==> config.mk <==
export PLATFORM = sky130hd
export DESIGN_NAME = gtm_gate_timer
export DESIGN_NICKNAME = d
export VERILOG_FILES = /design/src/logic/gtm_pkg.sv /design/src/logic/gtm_gate_timer.sv
export SDC_FILE = /design/constraint.sdc
export NUM_CORES = 1
export LEC_CHECK = 0
export BUFFER_PORTS_ARGS = -buffer_cell sky130_fd_sc_hd__buf_2
export CORE_MARGIN = 2
export CORE_UTILIZATION = 35
export DETAILED_ROUTE_END_ITERATION = 8
export PLACE_DENSITY = 0.64
export REMOVE_ABC_BUFFERS = 1
export SLEW_MARGIN = 15
export SYNTH_ARGS = -nofsm -noshare
export SYNTH_HDL_FRONTEND = slang
export SYNTH_SLANG_ARGS = --single-unit
==> constraint.sdc <==
create_clock -name core_clk -period 3.58 [get_ports core_clk]
set_input_delay 0.895 -clock core_clk [delete_from_list [all_inputs] [get_ports core_clk]]
set_output_delay 0.895 -clock core_clk [all_outputs]
set_load 0.005 [all_outputs]
==> src/logic/gtm_pkg.sv <==
// constants, register map and types of the gated timer
package gtm_pkg;

  // register offsets on the plain register port
  localparam logic [3:0] ADDR_TIMER_CTRL = 4'h0;
  localparam logic [3:0] ADDR_GATE_CTRL  = 4'h1;
  localparam logic [3:0] ADDR_COUNT_LOW  = 4'h2;
  localparam logic [3:0] ADDR_COUNT_HIGH = 4'h3;
  localparam logic [3:0] ADDR_FLAGS      = 4'h4;
  localparam logic [3:0] ADDR_IRQ_ENABLE = 4'h5;
  localparam logic [3:0] ADDR_IRQ_CTRL   = 4'h6;

  // timer_control_register fields
  localparam int TC_TIMER_ON   = 0;
  localparam int TC_SYNC_BYP   = 2;
  localparam int TC_OSC_EN     = 3;
  localparam int TC_CS_LO      = 6;
  localparam int TC_CS_HI      = 7;

  // gate_control_register fields
  localparam int GC_SRC_SEL    = 0;
  localparam int GC_LEVEL      = 2;
  localparam int GC_ARM        = 3;
  localparam int GC_SPM        = 4;
  localparam int GC_TOGGLE     = 5;
  localparam int GC_POLARITY   = 6;
  localparam int GC_ENABLE     = 7;

  // flag, enable and interrupt control fields
  localparam int FL_OVERFLOW   = 0;
  localparam int FL_GATE_EVENT = 1;
  localparam int IE_OVERFLOW   = 0;
  localparam int IE_GATE_EVENT = 1;
  localparam int IC_PERIPHERAL = 0;
  localparam int IC_GLOBAL     = 1;

  // values
  localparam logic [1:0]  CS_EXTERNAL = 2'h2;
  localparam logic [15:0] COUNT_MAX   = 16'hFFFF;
  localparam logic [15:0] COUNT_RST   = 16'h0000;
  localparam logic [7:0]  COMP_MAX    = 8'hFF;
  localparam logic [7:0]  COMP_ZERO   = 8'h00;
  localparam logic [7:0]  BYTE_ZERO   = 8'h00;

  // single-pulse acquisition states
  typedef enum logic [2:0]
  {
    SP_IDLE = 3'h1,
    SP_WAIT = 3'h2,
    SP_RUN  = 3'h4
  } gtm_sp_e;

endpackage : gtm_pkg

==> src/logic/gtm_gate_timer.sv <==
// 16-bit timer with gate control, gate event and overflow flags
// Operation
// - companion timer wrap from FFh to 00h makes a one-cycle gate pulse
// - external gate pin is a selectable gate source
// - toggle mode flips a flop on each incrementing gate edge
// - toggle flop is cleared and held while toggle mode is off
// - after arming, counting is enabled from the next incrementing edge
// - arm flag clears by itself on the trailing edge of the pulse
// - once disarmed, further gate events never enable counting
// - toggle plus single pulse counts exactly one full gate period
// - gate level status is readable, also while gating is off
// - gate event flag sets on each falling edge of gate level status
// - gate event interrupt is flag and its enable
// - gate event flag works while gating is off
// - counter wraps FFFFh to 0000h and sets the overflow flag
// - overflow interrupt needs timer on and three enables
// - in sleep only the unsynchronised external clock counts
// - overflow in sleep wakes; global enable then gives the interrupt
// - secondary oscillator enable ignores sleep and sync bypass
// - source select zero picks the pin, one the companion pulse
// - polarity zero counts on low gate, one on high gate
// - off, free running or gated counting from timer_on and gate_enable
`timescale 1ns/1ps

module gtm_gate_timer
(
  input  wire logic       core_clk,
  input  wire logic       rst_b,
  input  wire logic [3:0] reg_addr,
  input  wire logic [7:0] reg_wdata,
  input  wire logic       reg_wr,
  input  wire logic       reg_rd,
  output logic      [7:0] reg_rdata,
  input  wire logic       ext_gate_pin,
  input  wire logic [7:0] comp_count,
  input  wire logic       count_tick,
  input  wire logic       sleep_mode,
  output logic            gate_level_status,
  output logic            gate_event_irq,
  output logic            overflow_irq,
  output logic            wake_req,
  output logic            sec_osc_enable
);

  typedef struct packed
  {
    logic [1:0]      cs;
    logic            sync_bypass;
    logic            osc_en;
    logic            timer_on;
    logic            gate_enable;
    logic            polarity;
    logic            toggle_en;
    logic            spm;
    logic            arm;
    logic            src_sel;
    logic            ovf_ie;
    logic            gate_ie;
    logic            peripheral_irq_enable;
    logic            global_irq_enable;
    logic            ovf_flag;
    logic            gate_flag;
    logic [15:0]     count;
    logic [7:0]      comp_prev;
    logic            t0_pulse;
    logic            gated_prev;
    logic            tog;
    logic            tsig_prev;
    logic            gls;
    logic            gls_prev;
    gtm_pkg::gtm_sp_e sp;
    logic [7:0]      rdata;
  } gtm_state_s;

  gtm_state_s st_q;
  gtm_state_s st_d;

  logic       gate_src;
  logic       gated;
  logic       tsig;
  logic       tsig_rise;
  logic       gls_fall;
  logic       gate_active;
  logic       sleep_ok;
  logic       inc;
  logic       wr_tc;
  logic       wr_gc;
  logic       wr_lo;
  logic       wr_hi;
  logic       wr_fl;
  logic [7:0] rd_mux;

  always_comb
  begin
    wr_tc = reg_wr && (reg_addr == gtm_pkg::ADDR_TIMER_CTRL);
    wr_gc = reg_wr && (reg_addr == gtm_pkg::ADDR_GATE_CTRL);
    wr_lo = reg_wr && (reg_addr == gtm_pkg::ADDR_COUNT_LOW);
    wr_hi = reg_wr && (reg_addr == gtm_pkg::ADDR_COUNT_HIGH);
    wr_fl = reg_wr && (reg_addr == gtm_pkg::ADDR_FLAGS);

    // gate source and polarity
    gate_src = st_q.src_sel ? st_q.t0_pulse : ext_gate_pin;
    gated    = st_q.polarity ? gate_src : !gate_src;
    tsig      = st_q.toggle_en ? st_q.tog : gated;
    tsig_rise = tsig && !st_q.tsig_prev;
    gls_fall  = st_q.gls_prev && !st_q.gls;

    // count enable
    gate_active = st_q.gate_enable ? st_q.gls : 1'b1;
    sleep_ok = !sleep_mode ||
               (st_q.sync_bypass && (st_q.cs == gtm_pkg::CS_EXTERNAL));
    inc = st_q.timer_on && gate_active && count_tick && sleep_ok;

    rd_mux = gtm_pkg::BYTE_ZERO;
    unique case (reg_addr)
      gtm_pkg::ADDR_TIMER_CTRL:
      begin
        rd_mux[gtm_pkg::TC_CS_HI:gtm_pkg::TC_CS_LO] = st_q.cs;
        rd_mux[gtm_pkg::TC_SYNC_BYP] = st_q.sync_bypass;
        rd_mux[gtm_pkg::TC_OSC_EN]   = st_q.osc_en;
        rd_mux[gtm_pkg::TC_TIMER_ON] = st_q.timer_on;
      end
      gtm_pkg::ADDR_GATE_CTRL:
      begin
        rd_mux[gtm_pkg::GC_ENABLE]   = st_q.gate_enable;
        rd_mux[gtm_pkg::GC_POLARITY] = st_q.polarity;
        rd_mux[gtm_pkg::GC_TOGGLE]   = st_q.toggle_en;
        rd_mux[gtm_pkg::GC_SPM]      = st_q.spm;
        rd_mux[gtm_pkg::GC_ARM]      = st_q.arm;
        rd_mux[gtm_pkg::GC_LEVEL]    = st_q.gls;
        rd_mux[gtm_pkg::GC_SRC_SEL]  = st_q.src_sel;
      end
      gtm_pkg::ADDR_COUNT_LOW:  rd_mux = st_q.count[7:0];
      gtm_pkg::ADDR_COUNT_HIGH: rd_mux = st_q.count[15:8];
      gtm_pkg::ADDR_FLAGS:
      begin
        rd_mux[gtm_pkg::FL_OVERFLOW]   = st_q.ovf_flag;
        rd_mux[gtm_pkg::FL_GATE_EVENT] = st_q.gate_flag;
      end
      gtm_pkg::ADDR_IRQ_ENABLE:
      begin
        rd_mux[gtm_pkg::IE_OVERFLOW]   = st_q.ovf_ie;
        rd_mux[gtm_pkg::IE_GATE_EVENT] = st_q.gate_ie;
      end
      gtm_pkg::ADDR_IRQ_CTRL:
      begin
        rd_mux[gtm_pkg::IC_PERIPHERAL] = st_q.peripheral_irq_enable;
        rd_mux[gtm_pkg::IC_GLOBAL]     = st_q.global_irq_enable;
      end
      default: rd_mux = gtm_pkg::BYTE_ZERO;
    endcase

    st_d = st_q;
    st_d.rdata = reg_rd ? rd_mux : gtm_pkg::BYTE_ZERO;

    // control registers
    if (wr_tc)
    begin
      st_d.cs = reg_wdata[gtm_pkg::TC_CS_HI:gtm_pkg::TC_CS_LO];
      st_d.sync_bypass = reg_wdata[gtm_pkg::TC_SYNC_BYP];
      st_d.osc_en      = reg_wdata[gtm_pkg::TC_OSC_EN];
      st_d.timer_on    = reg_wdata[gtm_pkg::TC_TIMER_ON];
    end
    if (wr_gc)
    begin
      st_d.gate_enable = reg_wdata[gtm_pkg::GC_ENABLE];
      st_d.polarity    = reg_wdata[gtm_pkg::GC_POLARITY];
      st_d.toggle_en   = reg_wdata[gtm_pkg::GC_TOGGLE];
      st_d.spm         = reg_wdata[gtm_pkg::GC_SPM];
      st_d.src_sel     = reg_wdata[gtm_pkg::GC_SRC_SEL];
    end
    if (reg_wr && (reg_addr == gtm_pkg::ADDR_IRQ_ENABLE))
    begin
      st_d.ovf_ie  = reg_wdata[gtm_pkg::IE_OVERFLOW];
      st_d.gate_ie = reg_wdata[gtm_pkg::IE_GATE_EVENT];
    end
    if (reg_wr && (reg_addr == gtm_pkg::ADDR_IRQ_CTRL))
    begin
      st_d.peripheral_irq_enable = reg_wdata[gtm_pkg::IC_PERIPHERAL];
      st_d.global_irq_enable  = reg_wdata[gtm_pkg::IC_GLOBAL];
    end

    // companion wrap pulse
    st_d.comp_prev = comp_count;
    st_d.t0_pulse  = (st_q.comp_prev == gtm_pkg::COMP_MAX) &&
                     (comp_count == gtm_pkg::COMP_ZERO);

    // toggle flop
    st_d.gated_prev = gated;
    if (!st_q.toggle_en)
      st_d.tog = 1'b0;
    else if (gated && !st_q.gated_prev)
      st_d.tog = !st_q.tog;

    // single-pulse acquisition
    st_d.tsig_prev = tsig;
    unique case (st_q.sp)
      gtm_pkg::SP_IDLE:
        if (st_q.spm && st_q.arm)
          st_d.sp = gtm_pkg::SP_WAIT;
      gtm_pkg::SP_WAIT:
        if (!st_q.spm || !st_q.arm)
          st_d.sp = gtm_pkg::SP_IDLE;
        else if (tsig_rise)
          st_d.sp = gtm_pkg::SP_RUN;
      gtm_pkg::SP_RUN:
        if (!st_q.spm || !st_q.arm || !tsig)
          st_d.sp = gtm_pkg::SP_IDLE;
      default: st_d.sp = gtm_pkg::SP_IDLE;
    endcase
    if ((st_q.sp == gtm_pkg::SP_RUN) && st_q.spm && !tsig)
      st_d.arm = 1'b0;
    if (wr_gc)
      st_d.arm = reg_wdata[gtm_pkg::GC_ARM];

    // gate level status
    if (st_q.spm)
      st_d.gls = tsig && st_q.arm && ((st_q.sp == gtm_pkg::SP_RUN) ||
                 ((st_q.sp == gtm_pkg::SP_WAIT) && tsig_rise));
    else
      st_d.gls = tsig;
    st_d.gls_prev = st_q.gls;

    // counter
    if (wr_lo)
      st_d.count[7:0] = reg_wdata;
    if (wr_hi)
      st_d.count[15:8] = reg_wdata;
    if (inc && !wr_lo && !wr_hi)
      st_d.count = st_q.count + 16'h0001;

    // flags, set wins over the software write
    if (wr_fl)
    begin
      st_d.ovf_flag  = reg_wdata[gtm_pkg::FL_OVERFLOW];
      st_d.gate_flag = reg_wdata[gtm_pkg::FL_GATE_EVENT];
    end
    if (inc && !wr_lo && !wr_hi && (st_q.count == gtm_pkg::COUNT_MAX))
      st_d.ovf_flag = 1'b1;
    if (gls_fall)
      st_d.gate_flag = 1'b1;
  end

  always_ff @(posedge core_clk)
  begin
    if (!rst_b)
    begin
      st_q       <= '0;
      st_q.sp    <= gtm_pkg::SP_IDLE;
      st_q.count <= gtm_pkg::COUNT_RST;
    end
    else
      st_q <= st_d;
  end

  assign reg_rdata         = st_q.rdata;
  assign gate_level_status = st_q.gls;
  assign gate_event_irq    = st_q.gate_flag && st_q.gate_ie;
  assign wake_req          = st_q.ovf_flag && st_q.ovf_ie &&
                             st_q.peripheral_irq_enable && st_q.timer_on;
  assign overflow_irq      = wake_req && st_q.global_irq_enable;
  assign sec_osc_enable    = st_q.osc_en;
endmodule : gtm_gate_timer

# [Word level (Yosys, flattened, before mapping)]
# Cells that the tools add are included.
[classes] n_addsub=1 n_mul=0 div=0 n_lt_le_gt_ge=0 n_eq_ne=15 shift=0 n_mux=23 bitwise=0 n_reduce_logical=54
[ops] operator="1-bit logical AND" n=29
[ops] operator="16-bit by 1-bit adder with 16-bit output, second input constant" n=1
[ops] operator="16-bit equality test, second input constant" n=1
[ops] operator="16-bit two-way mux" n=1
[ops] operator="8-bit two-way mux" n=2
[ops] operator="2-bit one-hot mux with 4 select lines" n=2
[ops] operator="4-bit by 3-bit equality test with 1-bit output, second input constant" n=3
[ops] operator="3-bit two-way mux" n=4
[ops] operator="1-bit logical NOT" n=11
[ops] operator="2-bit nonzero test" n=5
[ops] operator="1-bit two-way mux" n=9
[ops] operator="3-bit one-hot mux with 3 select lines" n=1
[ops] operator="4-bit by 2-bit equality test with 1-bit output, second input constant" n=2
[ops] operator="8-bit equality test, second input constant" n=1
[ops] operator="8-bit logical NOT" n=1
[ops] operator="1-bit one-hot mux with 7 select lines" n=1
[ops] operator="2-bit one-hot mux with 3 select lines" n=1
[ops] operator="1-bit one-hot mux with 5 select lines" n=1
[ops] operator="4-bit by 1-bit equality test with 1-bit output, second input constant" n=1
[ops] operator="4-bit logical NOT" n=1
[ops] operator="1-bit logical OR" n=4
[ops] operator="2-bit inequality test, second input constant" n=2
[ops] operator="2-bit AND reduction" n=2
[ops] operator="3-bit by 1-bit equality test with 1-bit output, second input constant" n=1
[ops] operator="6 further kinds" n=6
[totals] ff_bits=58 latchBits=0 mem_bits_rw=0 romBits=0 in_bits=27 output_inout_bits=13 n_memories=0

# [Logic depth before layout (Yosys ltp)]
# Gate-level depths: netlist of run 1.
[logic_depth] depth_word=9 ltp_mapped=6

# [Worst setup path after synthesis of run 1]
# Ideal clock, no wire load.
[synth_timing] path_kind="input -> register" start="input reg_addr[2]" end="register st_q[38] (netlist name)" setup_time_ns=0.126 arrival_ns=2.040 setup_slack_ns=1.414 path_stages=6 cell_sequence="buf_2 > nor3b_2 > buf_2 > a21oi_1 > a311oi_1 > nand3_1"
[synth_between] elab_chain_cells=6 word_cells_on_any_way=10 classes_between="eq/ne (2); mux (1); reduce/logical (7)"
[synth_rtl] item="start, declared" line_no="gtm_gate_timer.sv:29" source="input wire logic [3:0] reg_addr,"
[synth_rtl] item="4-bit by 2-bit equality test with 1-bit output" line_no="gtm_gate_timer.sv:97" source="wr_lo = reg_wr && (reg_addr == gtm_pkg::ADDR_COUNT_LOW);"
[synth_rtl] item="1-bit logical AND" line_no="gtm_gate_timer.sv:97"
[synth_rtl] item="1-bit logical NOT" line_no="gtm_gate_timer.sv:229" source="if (inc && !wr_lo && !wr_hi)"
[synth_rtl] item="1-bit logical AND (2 in a row)" line_no="gtm_gate_timer.sv:229"
[synth_rtl] item="16-bit two-way mux / 2-bit nonzero test (equally long branches)"
[synth_rtl] item="end signal, assigned" line_no="gtm_gate_timer.sv:253" source="st_q <= st_d;"
[synth_rtl] item="end, declared" line_no="gtm_gate_timer.sv:75" source="gtm_state_s st_q;"
# Several ways; a longest one is shown, not always the timed one.
# A chain may end at the register's enable or synchronous reset.

# [Final worst setup path of run 1]
[layout_timing] start="input reg_addr[0]" end="register st_q[42] (netlist name)"
[layout_between] elab_chain_cells=7 word_cells_on_any_way=13 classes_between="eq/ne (3); mux (1); reduce/logical (9)"
[layout_rtl] item="4-bit by 2-bit equality test with 1-bit output" line_no="gtm_gate_timer.sv:97"
[layout_rtl] item="1-bit logical AND" line_no="gtm_gate_timer.sv:97"
[layout_rtl] item="1-bit logical NOT" line_no="gtm_gate_timer.sv:238" source="if (inc && !wr_lo && !wr_hi && (st_q.count == gtm_pkg::COUNT_MAX))"
[layout_rtl] item="1-bit logical AND (3 in a row)" line_no="gtm_gate_timer.sv:238"
[layout_rtl] item="1-bit two-way mux / 2-bit nonzero test (equally long branches)"
# Several ways; a longest one is shown, not always the timed one.

==> results of run 1 <==
==> state kept, by name (all words and copies together) (netlist names) <==
signal             cells
sec_osc_enable         1
gate_level_status      1
reg_rdata              8
st_q                  48
==> final timing paths <==
check / from / end / cells past startpoint
max: reg_addr[0] / st_q[42] / 5
min reg2reg: st_q[11] / st_q[41] / 2
min: st_q[11] / st_q[41] / 2
max reg2reg: gate_level_status / st_q[28] / 4
==> cell usage in the layout, fill, tap and decap left out, types with 10 or more instances in the layout <==
| cell type | netlist | routed |
|---|---|---|
| a21oi_1 | 17 | 17 |
| a31oi_1 | 12 | 12 |
| and2_1 | 13 | 13 |
| buf_2 | 8 | 39 |
| clkbuf_8 | 0 | 10 |
| dfxtp_1 | 58 | 58 |
| mux2i_1 | 11 | 11 |
| nand2_1 | 37 | 37 |
| nand3_1 | 13 | 13 |
| nor2_1 | 18 | 18 |
| o21ai_0 | 21 | 21 |
==> power by group through the flow <==
stage	clock network [mW]	registers (mW)	logic [mW]
2_1_floorplan	0	0.696	0.0682
5_1_grt	0.597	0.692	0.140
4_1_cts	0.565	0.690	0.127
6_report	0.551	0.691	0.129
3_5_place_dp	0	0.705	0.127
3_3_place_gp	0	0.705	0.124
==> worst reg2reg max path, delay by kind of cell (launching register included) <==
kind | cells | cell delay (ns)
and+or+nand+nor | 2 | 0.67
AOI/OAI and AO/OA | 2 | 0.68
DFF | 1 | 0.43
==> cell type report <==
class,count,area [um2],share of cell area [%]
multi-input cells,261,1710,49.5
well taps,108,135,3.91
flip-flops and latches,58,1160,33.6
repair buffers,44,233,6.74
clock buffers,10,138,3.98
clock inverters,6,42.5,1.23
inverters,9,33.8,0.978
==> per-layer routing <==
layer / up-vias / routed length [um] / track usage (%)
met5: - / 0 / 0
met1: 1368 / 3680 / 23.3
met3: 22 / 664 / 4.53
li1: 1384 / - / -
met4: 0 / 222 / 9.08
met2: 131 / 3770 / 27.2
==> logic make-up (layout without fill, tap and decap cells) <==
group | count (synthesis) | after routing
and+or+nand+nor | 150 | 150
AOI/OAI and AO/OA | 90 | 90
xor gates and xnor gates | 2 | 2
buffers and inverters | 36 | 69
muxes | 18 | 18
adders and majority gates | 1 | 1
DFF | 58 | 58
==> metrics by stage <==
step	instance area [um2]	setup WS [ns]	hold slack, ns	util (%)	std cells
6_report	3450	1.39	0.462	40.2	496
5_1_grt	3450	1.31	0.489	40.2	496
4_1_cts	3450	1.42	0.460	40.2	496
3_5_place_dp	3270	1.06	0.448	38.1	480
3_3_place_gp	3270	1.10	0.447	38.1	480
2_1_floorplan	2910	1.26	0.431	-	328
==> impl_metrics.ini, run 1 <==
[setup_path]
reg2reg_slack_ns = 1.72
critical_path.top_delay_family = compound AO/OA/AOI/OAI gates
startpoint_type = input pin
worstPathArrival_ns = 2.47
worstPathMaxFanout = 18
worstSetupPathType = in2reg
critPathSlowestCell = a22oi_1
worst_setup_path_end_kind = register
path_cells = buf_2 > nor2b_1 > a22oi_1 > nand4_1 > a21oi_1
slowest_delay_ns = 0.53
crit_required_ns = 3.85
critPathBufInv = 1

[global_route]
grt_start_max_net_pins = 23
grt_pass1_wl_um = 13500
overflow = 0
track_usage_pct = 17.8
grt_antenna_before_repair = 0
grt_pass1_vias = 2589

[power_and_ir_drop]
power_mw = 1.37
power.share.sequential_pct = 50.4
switching_power_mw = 0.384
p_int_mw = 0.988
max-vdd-ir-drop_mv = 0.158
combPwrFrac_pct = 9.4
swShare_pct = 28.0
clkPwrFrac_pct = 40.2
p_leak_nw = 1.27
power_density_nw_per_um2 = 397

[floorplan]
io_pins = 40
initial_core_util_pct = 35.6
dieHeight_um = 97.4
rows = 34
core_um2 = 8590
die_w_um = 97.4
die_area_um2 = 9490

[sta]
layout_worst_path_cycle_share_pct = 61.2
period_minus_slack_ns = 2.19
worstMarginPinSlew_ns = 0.754
fin_setup_tns_ns = 0
clock_skew_ns = 0.00502
finalHoldViolCount = 0
setup_viol_count_final = 0
fmax_mhz = 456
slew_headroom_pct = 49.4
drv_slew = 0
rsz0062_at_grt = false

[worst_hold_path]
min_path_type = reg2reg

[route]
drtIter0Drc = 258
routed_wl_um = 8340
route.detailed.drc = 0
routed_via_density = 5.86
wl_per_cell_um = 16.8
drt_first_pass_iters = 5
dr_total_vias = 2905
postRouteAntennaNets = 0

[clock_network]
numCtsBuffers = 9
clkSinkCount = 58
clock_path_buffers = 2
clkTransAtPathRegs_ns = 0.07
htreeDepth = 3
cts_root_buffer = clkbuf_8
clock_latency_ns = 0.34
post_cts_buffers = 0
holdBufCountCts = 0
cts_tree = yes
ctsResizeCount = 0

[logic_synthesis]
synth_top_family_by_area = simple AND/OR/NAND/NOR gates
ys_async_sr_fraction_pct = 0
synth_top_flop_cell = dfxtp_1
ys_ff_latch = 58
syn_area_per_cell_um2 = 8.61
post-synth-top-area-cell = dfxtp_1
synth-edff-count = 0
synthSimpleGateAreaFrac_pct = 27.5
muxShareOfSynthArea_pct = 7.90
yosysWarnings = 0
synth_adder_area_share_pct = 0.410
synth.top_cell.area_share_pct = 38.0
synth_area_um2 = 3060
yosysUniqueCellTypes = 60
synth_xor_area_share_pct = 0.573
syn_inst = 355
ys_seq_area_share_pct = 38.0
synth_compound_area_share_pct = 19.6
yosysMostFrequentCell = dfxtp_1
synthTopCellsByArea = dfxtp_1 (38%), nand2_1 (4.5%), mux2i_1 (3.6%)
synth_top_cells_by_count = dfxtp_1 (58), nand2_1 (37), o21ai_0 (21)

[placed_design]
io_buffers = 39
dp.final_hpwl_um = 6020
gp_congestion = 0.926

[finish]
finalNetCount = 411
nFillCells = 901
diodes = 0
drive_gt1_share_pct = 18.0
syn2layout_area_growth_pct = 13.1

[flow_run]
cap_violations = 0

[run_status]
status = completed
No activity file was read; power rests on OpenSTA's default activity.
==> inputs of run 2 (changes only) <==
--- a/config.mk
+++ b/config.mk
@@ -5,11 +5,12 @@
 export SDC_FILE = /design/constraint.sdc
 export NUM_CORES = 1
 export LEC_CHECK = 0
+export ABC_AREA = 1
 export BUFFER_PORTS_ARGS = -buffer_cell sky130_fd_sc_hd__buf_2
 export CORE_MARGIN = 2
 export CORE_UTILIZATION = 35
 export DETAILED_ROUTE_END_ITERATION = 8
-export PLACE_DENSITY = 0.64
+export PLACE_DENSITY = 0.66
 export REMOVE_ABC_BUFFERS = 1
 export SLEW_MARGIN = 15
 export SYNTH_ARGS = -nofsm -noshare
==> constraint.sdc (replaced) <==
create_clock -name core_clk -period 1.81 [get_ports core_clk]
set_input_delay 0.4525 -clock core_clk [delete_from_list [all_inputs] [get_ports core_clk]]
set_output_delay 0.4525 -clock core_clk [all_outputs]
set_load 0.005 [all_outputs]
==> run 2 against run 1 <==
Effect of this change:
- via count rose by 3.0%
- largest power group unchanged
- critical path type is now reg2out
- worst setup slack worse by 1.2 ns
- combinational power rose by 73%
==> impl_metrics.ini, run 2 <==
[run_status]
status = completed

[global_route]
grt_start_max_net_pins = 36
overflow = 0
track_usage_pct = 17.8
grt_pass1_vias = 2840
grt_pass1_wl_um = 13600
grt_antenna_before_repair = 0

[sta]
rsz0062_at_grt = false
layout_worst_path_cycle_share_pct = 90.2
worstMarginPinSlew_ns = 0.428
fmax_mhz = 613
fin_setup_tns_ns = 0
drv_slew = 0
clock_skew_ns = 0.00815
setup_viol_count_final = 0
period_minus_slack_ns = 1.63
slew_headroom_pct = 71.4
finalHoldViolCount = 0

[clock_network]
htreeDepth = 3
holdBufCountCts = 0
clkTransAtPathRegs_ns = 0.08
ctsResizeCount = 0
clock_path_buffers = 2
cts_tree = yes
post_cts_buffers = 0
clock_latency_ns = 0.35
cts_root_buffer = clkbuf_8
clkSinkCount = 58
numCtsBuffers = 9

[floorplan]
initial_core_util_pct = 36.5
core_um2 = 8300
die_area_um2 = 9420
dieHeight_um = 97.1
io_pins = 40
rows = 33
die_w_um = 97.1

[logic_synthesis]
synth-edff-count = 0
ys_async_sr_fraction_pct = 0
yosysUniqueCellTypes = 36
ys_ff_latch = 58
synth_top_cells_by_count = nand2_1 (91), dfxtp_1 (58), inv_1 (57)
yosysWarnings = 0
syn_area_per_cell_um2 = 6.87
synthTopCellsByArea = dfxtp_1 (38%), nand2_1 (11%), nand3_1 (8.6%)
synth_area_um2 = 3030
synth.top_cell.area_share_pct = 38.3
synth_top_flop_cell = dfxtp_1
post-synth-top-area-cell = dfxtp_1
ys_seq_area_share_pct = 38.3
yosysMostFrequentCell = nand2_1
syn_inst = 441

[setup_path]
crit_required_ns = 1.36
startpoint_type = register
worstPathArrival_ns = 1.18
reg2reg_slack_ns = 0.25
worst_setup_path_end_kind = output port
worstPathMaxFanout = 3
worstSetupPathType = reg2out

[finish]
syn2layout_area_growth_pct = 14.1
largest_register = st_q
layout_commonest_cell = nand2_1
fin_util_pct = 41.7
finalNetCount = 507
drive_gt1_share_pct = 16.5
final_cell_mix = nand2_1 (91), dfxtp_1 (58), inv_1 (57)
largest_reg_flops = 48
diodes = 0

[power_and_ir_drop]
power_density_nw_per_um2 = 769
p_leak_nw = 1.50
max-vdd-ir-drop_mv = 0.358

[route]
drt_first_pass_iters = 4
dr_total_vias = 2992
route.detailed.drc = 0
wl_per_cell_um = 13.7
postRouteAntennaNets = 0
drtIter0Drc = 174
routed_wl_um = 8080
routed_via_density = 5.08

[placed_design]
io_buffers = 39
gp_congestion = 0.982
dp.final_hpwl_um = 6170

[worst_hold_path]
min_path_type = in2reg

[flow_run]
cap_violations = 0
-- run 2: stage by stage --
| step | cell area [um2] | hold slack (ns) | std cells | setup slack, ns | power (mW) |
|---|---|---|---|---|---|
| finish | 3460 | 0.297 | 589 | 0.178 | 2.66 |
| global route | 3460 | 0.311 | 589 | 0.0162 | 2.78 |
| CTS | 3460 | 0.285 | 589 | 0.168 | 2.69 |
| detailed placement | 3280 | 0.433 | 573 | 0.108 | 1.59 |
| global placement | 3280 | 0.428 | 573 | 0.155 | 1.58 |
| floorplan | 2900 | 0.406 | 422 | 0.332 | 1.47 |
-- run 2: worst paths after layout --
| kind | startpoint | end | depth (start not counted) |
|---|---|---|---|
| worst max-delay path | st_q[42] | overflow_irq | 3 |
| worst min-delay path | comp_count[2] | st_q[19] | 3 |
| worst max register to register | gate_level_status | st_q[37] | 8 |
| worst min register to register | st_q[17] | st_q[16] | 2 |
-- run 2: where the power goes --
group          internal [mW]  switching (mW)  total (mW)
logic                 0.0758           0.148       0.223
clock network          0.532           0.570        1.10
registers               1.31          0.0225        1.33
total                   1.92           0.740        2.66
-- run 2: kinds of logic after synthesis --
family | count (synthesis) | synth area share [%]
AND/OR/NAND/NOR | 212 | 32.9
buffers and inverters | 81 | 12.0
adder cells (fa/ha/maj) | 1 | 0.413
AO/OA/AOI/OAI | 84 | 14.9
flip-flops | 58 | 38.3
XOR/XNOR | 5 | 1.45
-- run 2: cell type report --
cell class / instances / area, um2
repair buffers: 46 / 248
clock inverters: 6 / 41.3
flip-flops and latches: 58 / 1160
well taps: 105 / 131
inverters: 62 / 233
multi-input cells: 302 / 1510
fillers: 883 / 4840
clock buffers: 10 / 138
-- run 2: routing by layer --
layer	track usage, %	up-vias	wire length [um]
met4	9.43	0	204
met5	0	-	0
met1	22.5	1358	3790
li1	-	1515	-
met2	28.7	103	3620
met3	3.60	16	460
-- run 2: worst max-delay path, cell delays in order, from the launching register on --
cell and delay [ns]:
dfxtp_1 0.34, inv_1 0.07, nor4_1 0.26, buf_2 0.15
==> inputs of run 3 (changes only) <==
==> constraint.sdc (replaced) <==
create_clock -name core_clk -period 1.81 [get_ports core_clk]
set_input_delay 0.362 -clock core_clk [delete_from_list [all_inputs] [get_ports core_clk]]
set_output_delay 0.362 -clock core_clk [all_outputs]
set_load 0.005 [all_outputs]
==> run 3 against run 2 <==
Effect of this change:
- final cell count fell by 0.34%
- global-route usage barely moved
- clock skew fell by 0.00068 ns
- worst setup slack improved by 0.015 ns
- cell area rose by 0.98%
- critical path depth rose by 5
- die area did not move
- register-to-register slack got worse by 0.06 ns
- sequential share of layout area fell by 0.32 points
- worst hold slack got worse by 0.078 ns
- combinational power barely moved
- fmax rose by 0.90%
==> impl_metrics.ini, run 3 (same netlist as run 2, synthesis figures left out) <==
[setup_path]
crit_required_ns = 2.07
cp_common_cell = nand2_1
worstPathMaxFanout = 15
critical_path.top_delay_family = simple AND/OR/NAND/NOR gates
worstPathArrival_ns = 1.88
slowest_delay_ns = 0.35
r2r_end = st_q[37]
worst_setup_path_end_kind = register
critPathSlowestCell = dfxtp_1
reg2regPathDepth = 8
critPathBufInv = 1
worstSetupPathType = reg2reg
path_cells = inv_1 > a21oi_2 > nand3_4 > nor2_4 > nand2_1 > nand2_1 > nand2_1 > a21oi_1
startpoint_type = register
r2r_start = gate_level_status
reg2reg_slack_ns = 0.19

[finish]
largest_reg_flops = 48
nFillCells = 883
final_cell_mix = nand2_1 (91), dfxtp_1 (58), inv_1 (57)
drive_gt1_share_pct = 16.2
syn2layout_area_growth_pct = 15.2
largest_register = st_q
finalNetCount = 505
layout_commonest_cell = nand2_1
diodes = 0

[sta]
fin_setup_tns_ns = 0
layout_worst_path_cycle_share_pct = 89.4
rsz0062_at_grt = false
finalHoldViolCount = 0
clock_skew_ns = 0.00747
fmax_mhz = 618
setup_viol_count_final = 0
period_minus_slack_ns = 1.62
slew_headroom_pct = 74.1
worstMarginPinSlew_ns = 0.387
drv_slew = 0

[worst_hold_path]
min-delay-start = comp_count[1]
min_path_type = in2reg
hold_depth = 3
hold_path_end = st_q[18]

[floorplan]
initial_core_util_pct = 36.5
die_w_um = 97.1
core_um2 = 8300
die_area_um2 = 9420
dieHeight_um = 97.1
rows = 33
io_pins = 40

[run_status]
status = completed

[global_route]
top_usage_layer = met2
use_met2_pct = 27.6
grt_pass1_vias = 2822
grt.met1_usage_pct = 23.3
grt_antenna_before_repair = 0
grt_pass1_wl_um = 13600
grt_start_max_net_pins = 26
gr-usage-met3_pct = 5.04
track_usage_pct = 17.8
overflow = 0

[placed_design]
gp_congestion = 0.934
dp.final_hpwl_um = 6160
io_buffers = 39

[route]
dr_total_vias = 3018
wl_per_cell_um = 13.8
drt_first_pass_iters = 5
route.detailed.drc = 0
routed_via_density = 5.14
routed_wl_um = 8110
postRouteAntennaNets = 0
drtIter0Drc = 201

[clock_network]
numCtsBuffers = 9
cts_root_buffer = clkbuf_8
htreeDepth = 3
cts_tree = yes
clkSinkCount = 58
clkTransAtPathRegs_ns = 0.07
clock_latency_ns = 0.34
holdBufCountCts = 0
clock_path_buffers = 2

[power_and_ir_drop]
power_density_nw_per_um2 = 827
power_mw = 2.89
max-vdd-ir-drop_mv = 0.400
p_leak_nw = 1.53

[flow_run]
cap_violations = 0
[run 3: cell count changes in the layout (fill, tap and decap cells not counted), sizes merged]
cell,delta
inv,-1
bufinv,+2
clkinvlp,-2
buf,-2
clkbuf,+1
[run 3: cell type report]
cell class | count | area, um2 | area share [%]
inverter | 62 | 233 | 6.66
timing repair buffer | 44 | 233 | 6.66
sequential | 58 | 1160 | 33.2
multi-input combinational | 302 | 1520 | 43.4
tap | 105 | 131 | 3.76
clock inverter | 5 | 77.6 | 2.22
clock buffer | 11 | 141 | 4.05
[run 3: through the flow]
| stage | utilization (%) | instance area [um2] | cells | hold slack (ns) | setup slack [ns] |
|---|---|---|---|---|---|
| floorplan | - | 2900 | 422 | 0.406 | 0.422 |
| global placement | 39.3 | 3260 | 571 | 0.428 | 0.129 |
| detailed placement | 39.3 | 3260 | 571 | 0.426 | 0.0817 |
| CTS | 42.0 | 3480 | 587 | 0.208 | 0.145 |
| global route | 42.1 | 3490 | 587 | 0.211 | 0.0416 |
| finish | 42.1 | 3490 | 587 | 0.219 | 0.193 |
[run 3: worst max-delay path by stage]
stage                           start  endpoint  slack [ns]  cells past startpoint
finish              gate_level_status  st_q[37]        0.19                      8
global route                 st_q[26]  st_q[42]        0.04                      7
CTS                          st_q[26]  st_q[37]        0.15                      9
detailed placement        reg_addr[2]  st_q[37]        0.08                      8
global placement          reg_addr[1]  st_q[32]        0.13                     10
floorplan                 reg_addr[2]  st_q[27]        0.42                      6
[run 3: where the power goes]
part	total [mW]	leakage (nW)	internal, mW	switching, mW
combinational	0.221	0.947	0.0746	0.146
sequential	1.34	0.472	1.31	0.0232
clock	1.33	0.109	0.808	0.524
total	2.89	1.53	2.20	0.694
[run 3: layer usage]
metal  wire length, um  vias up
li1                  -     1515
met1              3650     1350
met2              3560      133
met3               667       20
met4               230        0
met5                 0        -
[run 3: tightest hold or removal path, stage by stage]
cell     delay [ns]
buf_2          0.09
nand2_1        0.04
inv_1          0.04
[run 3: what timing repair did]
item / CTS / global route
resized for setup: 0 / 2
setup endpoints to repair: 0 / 3
buffers inserted: 0 / 0
